<file path="src/hdl/flash_self_rewrite_pkg.sv">
// Constants and carrier types for the flash self-rewrite controller.
// Assumes a 25 MHz system clock taken from the fast oscillator.
// Notes on behaviour
// - Writing high data register starts one-word program
// - Requests ignored while either busy flag set
// - Processor keeps running during flash operations
// - Protect bit set blocks low segment-4 block erase
package flash_self_rewrite_pkg;

    localparam int CLK_PERIOD_NS = 40;
    // Operation durations are least times: rounded up to whole cycles
    localparam int PROG_TIME_NS = 40000;
    localparam int SECTOR_ERASE_TIME_MS = 50;
    localparam int BLOCK_ERASE_TIME_MS = 100;
    localparam int PROG_CYC = (PROG_TIME_NS + CLK_PERIOD_NS - 1) / CLK_PERIOD_NS;
    localparam int SECTOR_ERASE_CYC =
        (SECTOR_ERASE_TIME_MS * 1000000 + CLK_PERIOD_NS - 1) / CLK_PERIOD_NS;
    localparam int BLOCK_ERASE_CYC =
        (BLOCK_ERASE_TIME_MS * 1000000 + CLK_PERIOD_NS - 1) / CLK_PERIOD_NS;

    localparam int CNT_W = 24;
    localparam int SEG_W = 4;
    localparam int ADDR_W = 16;
    localparam int BYTE_W = 8;
    localparam int PROT_W = 4;

    // Block erase protection window in segment 4
    localparam logic [SEG_W-1:0] PROT_SEG = 4'h4;
    localparam logic [ADDR_W-1:0] PROT_LAST = 16'h07FF;

    localparam logic [BYTE_W-1:0] DATA_LOW_RST = 8'h00;
    localparam logic [PROT_W-1:0] PROT_RST = 4'h0;

    typedef enum logic [1:0] {
        ST_IDLE = 2'b00,
        ST_PROG = 2'b01,
        ST_ERASE = 2'b10
    } op_state_t;

    // Command towards the flash array
    typedef struct packed {
        logic start;
        logic prog;
        logic eraseSector;
        logic eraseBlock;
        logic [SEG_W-1:0] seg;
        logic [ADDR_W-1:0] addr;
        logic [2*BYTE_W-1:0] data;
    } flash_cmd_t;

    // Software-visible status
    typedef struct packed {
        logic erase_in_progress_flag;
        logic program_in_progress_flag;
        logic rejected;
        logic [PROT_W-1:0] erase_protect_reg;
    } flash_status_t;

endpackage

</file>
<file path="src/hdl/flash_self_rewrite_control.sv">
// Flash self-rewrite sequencer: one-word program, sector and block erase.
// Assumes software strobes are one-cycle pulses in the clk domain.
`timescale 1ns/1ps
module flash_self_rewrite_control
    import flash_self_rewrite_pkg::*;
#(
    parameter int SECTOR_ERASE_CYCLES = SECTOR_ERASE_CYC,
    parameter int BLOCK_ERASE_CYCLES = BLOCK_ERASE_CYC
)
(
    // Clock and reset
    input wire logic clk,
    input wire logic rst_n,
    input wire logic ce,
    // Self-rewrite enable
    input wire logic self_rewrite_enable,
    // Data register writes
    input wire logic wrDataLow,
    input wire logic wrDataHigh,
    input wire logic [BYTE_W-1:0] wrByte,
    input wire logic [SEG_W-1:0] progSeg,
    input wire logic [ADDR_W-1:0] progAddr,
    // Erase commands
    input wire logic sectorEraseReq,
    input wire logic blockEraseReq,
    input wire logic [SEG_W-1:0] eraseSeg,
    input wire logic [ADDR_W-1:0] eraseAddr,
    // Protection register write
    input wire logic wrProtect,
    input wire logic [PROT_W-1:0] protectByte,
    // Flash array side
    output flash_cmd_t flashCmd,
    // Status and processor
    output flash_status_t flash_status_reg,
    output logic cpuHold
);

    typedef struct packed {
        op_state_t st;
        logic [BYTE_W-1:0] dataLow;
        flash_cmd_t cmd;
        flash_status_t sts;
        logic hold;
    } ctrl_state_t;

    ctrl_state_t state_ff;
    ctrl_state_t nxt_state;
    logic opDone;
    logic busy;
    logic protHit;
    logic [CNT_W-1:0] loadCount;

    assign busy = state_ff.sts.erase_in_progress_flag | state_ff.sts.program_in_progress_flag;
    // Any protect bit ever written to 1 guards the low window of segment 4 against block erase
    assign protHit = (|state_ff.sts.erase_protect_reg) && (eraseSeg == PROT_SEG)
        && (eraseAddr <= PROT_LAST);

    always_comb
    begin
        nxt_state = state_ff;
        nxt_state.cmd.start = 1'b0;
        nxt_state.sts.rejected = 1'b0;
        nxt_state.hold = 1'b0;
        loadCount = CNT_W'(PROG_CYC);
        // Protect bits are sticky until reset
        if (wrProtect)
            nxt_state.sts.erase_protect_reg = state_ff.sts.erase_protect_reg | protectByte;
        if (wrDataLow)
            nxt_state.dataLow = wrByte;
        case (state_ff.st)
            ST_IDLE:
            begin
                if (self_rewrite_enable && !busy)
                begin
                    if (wrDataHigh)
                    begin
                        nxt_state.st = ST_PROG;
                        nxt_state.cmd.start = 1'b1;
                        nxt_state.cmd.prog = 1'b1;
                        nxt_state.cmd.eraseSector = 1'b0;
                        nxt_state.cmd.eraseBlock = 1'b0;
                        nxt_state.cmd.seg = progSeg;
                        nxt_state.cmd.addr = progAddr;
                        nxt_state.cmd.data = {wrByte, state_ff.dataLow};
                        nxt_state.sts.program_in_progress_flag = 1'b1;
                    end
                    else if (blockEraseReq && protHit)
                    begin
                        nxt_state.sts.rejected = 1'b1;
                    end
                    else if (blockEraseReq || sectorEraseReq)
                    begin
                        nxt_state.st = ST_ERASE;
                        nxt_state.cmd.start = 1'b1;
                        nxt_state.cmd.prog = 1'b0;
                        nxt_state.cmd.eraseBlock = blockEraseReq;
                        nxt_state.cmd.eraseSector = !blockEraseReq;
                        nxt_state.cmd.seg = eraseSeg;
                        nxt_state.cmd.addr = eraseAddr;
                        nxt_state.sts.erase_in_progress_flag = 1'b1;
                    end
                end
                else if (wrDataHigh || blockEraseReq || sectorEraseReq)
                begin
                    // Busy or not enabled: the request is dropped
                    nxt_state.sts.rejected = 1'b1;
                end
            end
            ST_PROG, ST_ERASE:
            begin
                if (wrDataHigh || blockEraseReq || sectorEraseReq)
                    nxt_state.sts.rejected = 1'b1;
                if (opDone)
                begin
                    nxt_state.st = ST_IDLE;
                    nxt_state.cmd.prog = 1'b0;
                    nxt_state.cmd.eraseSector = 1'b0;
                    nxt_state.cmd.eraseBlock = 1'b0;
                    nxt_state.sts.erase_in_progress_flag = 1'b0;
                    nxt_state.sts.program_in_progress_flag = 1'b0;
                end
            end
            default:
            begin
                nxt_state.st = ST_IDLE;
            end
        endcase
        if (state_ff.cmd.eraseBlock)
            loadCount = CNT_W'(BLOCK_ERASE_CYCLES);
        else if (state_ff.cmd.eraseSector)
            loadCount = CNT_W'(SECTOR_ERASE_CYCLES);
    end

    always_ff @(posedge clk)
    begin
        if (!rst_n)
        begin
            state_ff <= '0;
            state_ff.st <= ST_IDLE;
            state_ff.dataLow <= DATA_LOW_RST;
            state_ff.sts.erase_protect_reg <= PROT_RST;
        end
        else if (ce)
        begin
            state_ff <= nxt_state;
        end
    end

    // Timer is loaded from the registered command, one cycle after the start pulse
    op_timer u_op_timer (
        .clk(clk),
        .rst_n(rst_n),
        .ce(ce),
        .start(state_ff.cmd.start),
        .loadCount(loadCount),
        .done(opDone)
    );

    assign flashCmd = state_ff.cmd;
    assign flash_status_reg = state_ff.sts;
    assign cpuHold = state_ff.hold;
endmodule // flash_self_rewrite_control

</file>
<file path="src/hdl/op_timer.sv">
// Down-counter that times one flash operation.
// Assumes start is a one-cycle pulse issued only while idle.
`timescale 1ns/1ps
module op_timer
    import flash_self_rewrite_pkg::*;
(
    // Clock and reset
    input wire logic clk,
    input wire logic rst_n,
    input wire logic ce,
    // Control
    input wire logic start,
    input wire logic [CNT_W-1:0] loadCount,
    output logic done
);

    typedef struct packed {
        logic [CNT_W-1:0] cnt;
        logic busy;
        logic done;
    } timer_state_t;

    timer_state_t state_ff;
    timer_state_t nxt_state;

    always_comb
    begin
        nxt_state = state_ff;
        nxt_state.done = 1'b0;
        if (start)
        begin
            nxt_state.cnt = loadCount;
            nxt_state.busy = 1'b1;
        end
        else if (state_ff.busy)
        begin
            if (state_ff.cnt <= 24'h00_0001)
            begin
                nxt_state.busy = 1'b0;
                nxt_state.done = 1'b1;
            end
            else
            begin
                nxt_state.cnt = state_ff.cnt - 24'h00_0001;
            end
        end
    end

    always_ff @(posedge clk)
    begin
        if (!rst_n)
            state_ff <= '0;
        else if (ce)
            state_ff <= nxt_state;
    end

    assign done = state_ff.done;

endmodule // op_timer
</file>
<file path="config.mk">
export PLATFORM = sky130hd
export DESIGN_NAME = flash_self_rewrite_control
export DESIGN_NICKNAME = d
export VERILOG_FILES = /design/src/hdl/flash_self_rewrite_pkg.sv /design/src/hdl/flash_self_rewrite_control.sv /design/src/hdl/op_timer.sv
export SDC_FILE = /design/constraint.sdc
export NUM_CORES = 1
export LEC_CHECK = 0
export ABC_AREA = 1
export BUFFER_PORTS_ARGS = -buffer_cell sky130_fd_sc_hd__buf_2
export CAP_MARGIN = 20
export CORE_MARGIN = 2
export CORE_UTILIZATION = 40
export DETAILED_ROUTE_END_ITERATION = 8
export PLACE_DENSITY = 0.69
export SLEW_MARGIN = 0
export SYNTH_ARGS = -nofsm -noshare
export SYNTH_HDL_FRONTEND = slang
export SYNTH_SLANG_ARGS = --single-unit
</file>
<file path="constraint.sdc">
create_clock -name clk -period 2.04 [get_ports clk]
set_input_delay 0.306 -clock clk [delete_from_list [all_inputs] [get_ports clk]]
set_output_delay 0.306 -clock clk [all_outputs]
set_load 0.02 [all_outputs]
</file>
==> flow_summary.toml, run 1 <==
[routing]
drc = 0
first_iter_violations = 289
dr.pass1.iters = 4
avgRoutedWirePerCell_um = 12.5
wl_mm = 11.8
antenna_left = 0
via_per_inst = 4.82
vias = 4557

[yosys]
synth_warnings = 0
async_flop_share_pct = 0
ys.flop_type = "dfxtp_1"
synth-edff-count = 0
synth_area_leaders = "dfxtp_1 (35%), nand2_1 (12%), nor2_1 (10%)"
syn_area_per_cell_um2 = 6.54
ys_ff_latch = 83
synthDistinctLibCells = 36
yosysSeqAreaShare_pct = 34.6
synth_most_common_cell = "nand2_1"
synth_largest_area_cell = "dfxtp_1"
synth_commonest_cells = "nand2_1 (159), nor2_1 (130), dfxtp_1 (83)"
synthCells = 734
syn_nets = 799
synth_top_area_share_pct = 34.6
netlist_area_um2 = 4800

[worst_hold_path]
hp-class = "in -> reg"
hp-start = "protectByte[2]"
min_path_cells = 3
min_to = "flash_status_reg[2]$_SDFFE_PN0P_"

[placement]
place_ws_ns = 0.169
place_area_um2 = 5110
port_buffers = 107
dp.cells = 929
place.gp.congestion = 0.907
place_hpwl_mm = 8.56

[floorplan]
die_w_um = 114
start_util_pct = 40.5
die_area_um2 = 12900
die_y_um = 114
io_pins = 109
rows = 40
core_um2 = 11900

[grt]
grt_usage_pct = 19.0
grt_max_degree = 51
antenna_found_initial = 0
grt_pass1_vias = 4174
grt_overflow_total = 0
grt_pass1_wl_mm = 19.8

[critical_path]
worstSetupPathType = "reg -> reg"
path_cells = "inv_1 -> ha_1 -> inv_1 -> nand2_1 -> nand3_1 -> nor2_2 -> nand3_2 -> nand2_2 -> nand2_4 -> nand2_8 -> inv_4 -> o21ai_0 -> nor2_1"
rr_worst_depth = 13
rr_startpoint = "u_op_timer.state_ff[2]$_SDFFE_PN0P_"
arrival_ns = 2.06
cp_slowest_cell = "dfxtp_1"
startpoint_type = "flop"
timing.rr.end = "u_op_timer.state_ff[5]$_SDFFE_PN0P_"
critPathRequiredTime_ns = 2.27
cp_max_fo = 14
crit_path_end_kind = "flop"
path_common_cell = "inv_1"
crit_family = "simple AND/OR/NAND/NOR gates"
reg2reg_setup_slack_ns = 0.21
cpPeakStageDelay_ns = 0.31
critPathBufInv = 3

[clock_network]
cts_setup_buffers = 0
clock_path_buffers = 2
cts_made_buffers = 9
cts_tree = "yes"
htreeDepth = 3
cts.sinks = 83
hold_buffers = 0
post_cts_resize_count = 0
clk_latency_ns = 0.34
cts-root-buf = "clkbuf_16"
cts.reportedPaths.clkPinSlew_ns = 0.06

[sta]
finalClockSkew_ns = 0.00756
drv_slew = 0
hold_viol_final = 0
finalCritPeriodShare_pct = 89.8
setup_viol = 0
tightestPinTransition_ns = 0.590
min_period_ns = 1.83
max_slew_margin_pct = 60.6
fmaxAchievable_mhz = 546
fin_ws_ns = 0.207
hold_ws_ns = 0.205

[pwr]
leakagePower_nw = 2.65
peakVddDrop_mv = 0.496
p_per_area_nw_per_um2 = 865

[finish]
n_antenna_cell = 0
area_delta_synth_final_pct = 13.2
final_area_um2 = 5430
finalNetCount = 859
drive_above_1_share_pct = 22.2
largest_register_ffs = 40
stdcell_count = 946

[outcome]
status = "completed"

[run]
maxCapViolCount = 0
-- placed cells by master, fill, tap and decap left out, types with 10 or more instances in the layout --
| master | n |
|---|---|
| buf_4 | 11 |
| a21oi_2 | 10 |
| nand2_1 | 159 |
| buf_2 | 107 |
| inv_1 | 73 |
| nor2_1 | 130 |
| a21oi_1 | 40 |
| nand2_2 | 11 |
| o21ai_0 | 61 |
| nand3_1 | 35 |
| nand4_1 | 13 |
| dfxtp_1 | 83 |
-- final cells by class --
| class | instances | area, um^2 |
|---|---|---|
| Clock inverter | 7 | 82.6 |
| Multi-Input combinational cell | 502 | 2340 |
| Fill cell | 1251 | 6430 |
| Inverter | 79 | 299 |
| Timing Repair Buffer | 119 | 638 |
| Tap cell | 147 | 184 |
| Sequential cell | 83 | 1660 |
| Clock buffer | 9 | 225 |
-- metal layers --
metal  wire [um]  share of wire [%]  vias to the layer above  track usage (%)
li1            -                  -                     2395                -
met2        5380                 46                      119             30.7
met4         161                1.4                        0             6.26
met3         612                5.2                       12             4.14
met1        5640                 48                     2031             25.2
met5           0                  0                        -                0
-- worst register-to-register path, cell delays in order (launching register included) --
cell and delay [ns]:
dfxtp_1 0.31, inv_1 0.12, ha_1 0.20, inv_1 0.07, nand2_1 0.07, nand3_1 0.08, nor2_2 0.12, nand3_2 0.09
nand2_2 0.09, nand2_4 0.11, nand2_8 0.15, inv_4 0.10, o21ai_0 0.15, nor2_1 0.05
-- metrics by stage --
stage | util, % | power, mW | TNS (ns)
after floorplan | - | 2.82 | 0
after global placement | 43.1 | 3.02 | 0
after detailed placement | 43.1 | 3.03 | 0
after CTS | 45.7 | 4.73 | 0
after global routing | 45.8 | 4.97 | -0.00510
final | 45.8 | 4.70 | 0
-- where the power goes --
group / internal [mW] / total, mW / leakage (nW) / switching, mW
registers: 1.74 / 1.82 / 0.676 / 0.0784
clock network: 0.968 / 1.68 / 0.145 / 0.717
logic: 0.403 / 1.19 / 1.83 / 0.789
-- worst max-delay path by stage --
stage	start	to	slack, ns	cells after the start
after floorplan	u_op_timer.state_ff[2]$_SDFFE_PN0P_	u_op_timer.state_ff[13]$_SDFFE_PN0P_	0.42	14
after global placement	u_op_timer.state_ff[2]$_SDFFE_PN0P_	u_op_timer.state_ff[5]$_SDFFE_PN0P_	0.24	13
after detailed placement	u_op_timer.state_ff[2]$_SDFFE_PN0P_	u_op_timer.state_ff[5]$_SDFFE_PN0P_	0.17	13
after CTS	u_op_timer.state_ff[2]$_SDFFE_PN0P_	u_op_timer.state_ff[5]$_SDFFE_PN0P_	0.15	13
after global routing	u_op_timer.state_ff[2]$_SDFFE_PN0P_	u_op_timer.state_ff[5]$_SDFFE_PN0P_	-0.004	13
final	u_op_timer.state_ff[2]$_SDFFE_PN0P_	u_op_timer.state_ff[5]$_SDFFE_PN0P_	0.21	13
-- cells by family after synthesis --
group | count (synthesis) | synth area share, %
flops | 83 | 34.6
xor+xnor | 3 | 0.548
simple gates | 373 | 33.2
compound gates | 120 | 13.7
buf+inv | 150 | 16.8
fa+ha+maj | 4 | 1.04
other cells | 1 | 0.0782
No activity file was read; power rests on OpenSTA's default activity.
==> inputs of run 2 (changes only) <==
PLACE_DENSITY = 0.68   (was 0.69)
SLEW_MARGIN = default   (was 0)
SYNTH_HIERARCHICAL = 1   (was default)
==> run 2 against run 1 <==
Against the previous run: final cell count up 15%; cell area up 8.7%; largest power group unchanged; total power up 15%; clock power up 5%; core utilization up 0.42 points; hold slack better by 0.0064 ns; critical path type unchanged.
==> flow_summary.toml, run 2 <==
[outcome]
status = "completed"

[clock_network]
cts.sinks = 83
hold_buffers = 0
cts_tree = "yes"
clk_latency_ns = 0.34
cts_made_buffers = 9
htreeDepth = 3
cts-root-buf = "clkbuf_16"
clock_path_buffers = 2
cts.reportedPaths.clkPinSlew_ns = 0.06

[finish]
drive_above_1_share_pct = 18.2
area_delta_synth_final_pct = 11.8
layout_commonest_cell = "nand2_1"
finalNetCount = 974
n_antenna_cell = 0
final_cell_mix = "nand2_1 (232), nor2_1 (184), buf_2 (107), dfxtp_1 (83), inv_1 (73)"
largest_register_ffs = 40
stdcell_count = 1086

[yosys]
synth_most_common_cell = "nand2_1"
synth_largest_area_cell = "dfxtp_1"
synthCells = 853
synth_area_leaders = "dfxtp_1 (31%), nand2_1 (16%), nor2_1 (13%)"
ys.flop_type = "dfxtp_1"
synth_warnings = 6
ys_ff_latch = 83
synth_commonest_cells = "nand2_1 (232), nor2_1 (184), dfxtp_1 (83)"
netlist_area_um2 = 5280
yosysSeqAreaShare_pct = 31.5
synth-edff-count = 0
synth_top_area_share_pct = 31.5
syn_area_per_cell_um2 = 6.19
synthDistinctLibCells = 32
async_flop_share_pct = 0

[floorplan]
rows = 41
core_um2 = 12800
die_area_um2 = 14100
die_y_um = 119
start_util_pct = 41.3
die_w_um = 119
io_pins = 109

[sta]
rsz0062_at_grt = "no"
fmaxAchievable_mhz = 556
hold_viol_final = 0
finalCritPeriodShare_pct = 88.2
min_period_ns = 1.80
finalClockSkew_ns = 0.00752
setup_viol = 0
drv_slew = 0
tightestPinTransition_ns = 0.575
fin_tns_setup_ns = 0
max_slew_margin_pct = 61.7

[pwr]
p_comb_share_pct = 32.0
power_frac_seq_pct = 35.2
peakVddDrop_mv = 0.350
p_sw_mw = 1.93
leakagePower_nw = 3.16
internal_power_mw = 3.45
power.share.clock_pct = 32.8
p_per_area_nw_per_um2 = 911
switching_share_pct = 36.0

[critical_path]
crit_path_end_kind = "flop"
critPathRequiredTime_ns = 2.31
cp_max_fo = 33
arrival_ns = 2.07
worstSetupPathType = "reg -> reg"
startpoint_type = "flop"

[routing]
avgRoutedWirePerCell_um = 11.7
dr.pass1.iters = 5
first_iter_violations = 319
antenna_left = 0
via_per_inst = 4.58
wl_mm = 12.7
drc = 0
vias = 4978

[grt]
grt_overflow_total = 0
grt_pass1_wl_mm = 21.7
grt_max_degree = 37
grt_usage_pct = 18.4
antenna_found_initial = 0
grt_pass1_vias = 4643

[placement]
place_hpwl_mm = 8.90
dp.cells = 1070
place.gp.congestion = 0.845
port_buffers = 107

[worst_hold_path]
hp-class = "in -> reg"

[run]
maxCapViolCount = 0
run 2: cell count changes in the layout (fill, tap and decap cells not counted), sizes merged, moves of 5 or more:
| cell | delta |
|---|---|
| o21ai | -22 |
| nand3 | +27 |
| conb | +10 |
| nand4 | +5 |
| nand3b | +12 |
| a21oi | -30 |
| nor2 | +58 |
| nand2 | +67 |
run 2: kinds of logic after synthesis:
kind of cell / count (synthesis) / synth area share, %
other cells: 2 / 0.142
flops: 83 / 31.5
buf+inv: 163 / 16.5
compound gates: 64 / 6.21
simple gates: 537 / 44.8
fa+ha+maj: 4 / 0.948
run 2: worst max-delay path: stages (launching register included):
cell	delay (ns)
dfxtp_1	0.34
inv_1	0.06
ha_1	0.31
nand2_2	0.15
nor2_8	0.22
nand3_4	0.33
nand2_1	0.15
nand2_1	0.06
nor2_1	0.11
run 2: layer usage:
metal / share of wire [%] / GRT usage [%]
met2: 44 / 29.2
met3: 6.5 / 3.98
met1: 48 / 24.3
met5: 0 / 0
met4: 1.7 / 7.29
run 2: what timing repair did:
item                                    CTS  global route
resized for setup                         0             1
buffers inserted                          0             0
endpoints found under the setup margin    0             4
run 2: worst paths after layout:
path	startpoint	endpoint	slack, ns	cells after the start
worst max-delay path	state_ff[56]$_SDFFE_PN0P_	flashCmd[22]$_SDFFE_PN0P_	0.24	8
worst min-delay path	protectByte[1]	flash_status_reg[1]$_SDFFE_PN0P_	0.21	3
worst max register to register	state_ff[56]$_SDFFE_PN0P_	flashCmd[22]$_SDFFE_PN0P_	0.24	8
worst min register to register	flashCmd[35]$_SDFFE_PN0P_	flashCmd[35]$_SDFFE_PN0P_	0.46	2
run 2: final cells by class:
| class | instances | area, um^2 |
|---|---|---|
| fillers | 1384 | 6870 |
| multi-input cells | 616 | 2780 |
| flip-flops and latches | 83 | 1660 |
| repair buffers | 118 | 618 |
| inverters | 81 | 308 |
| clock buffers | 11 | 233 |
| well taps | 172 | 215 |
| clock inverters | 5 | 85.1 |
run 2: power groups by stage:
| stage | clock network (mW) | registers (mW) | logic (mW) |
|---|---|---|---|
| final | 1.77 | 1.89 | 1.72 |
| after global routing | 1.87 | 1.91 | 1.97 |
| after CTS | 1.80 | 1.89 | 1.73 |
| after detailed placement | 0 | 1.93 | 1.72 |
| after global placement | 0 | 1.93 | 1.71 |
| after floorplan | 0 | 1.89 | 1.45 |
run 2: through the flow:
stage	util, %	setup WS (ns)	instance area, um^2	hold slack (ns)	power (mW)
final	46.2	0.241	5900	0.211	5.38
after global routing	46.2	0.0502	5900	0.224	5.76
after CTS	46.2	0.169	5900	0.205	5.42
after detailed placement	43.7	0.192	5580	0.450	3.65
after global placement	43.7	0.284	5580	0.448	3.63
after floorplan	-	0.525	5310	0.439	3.35
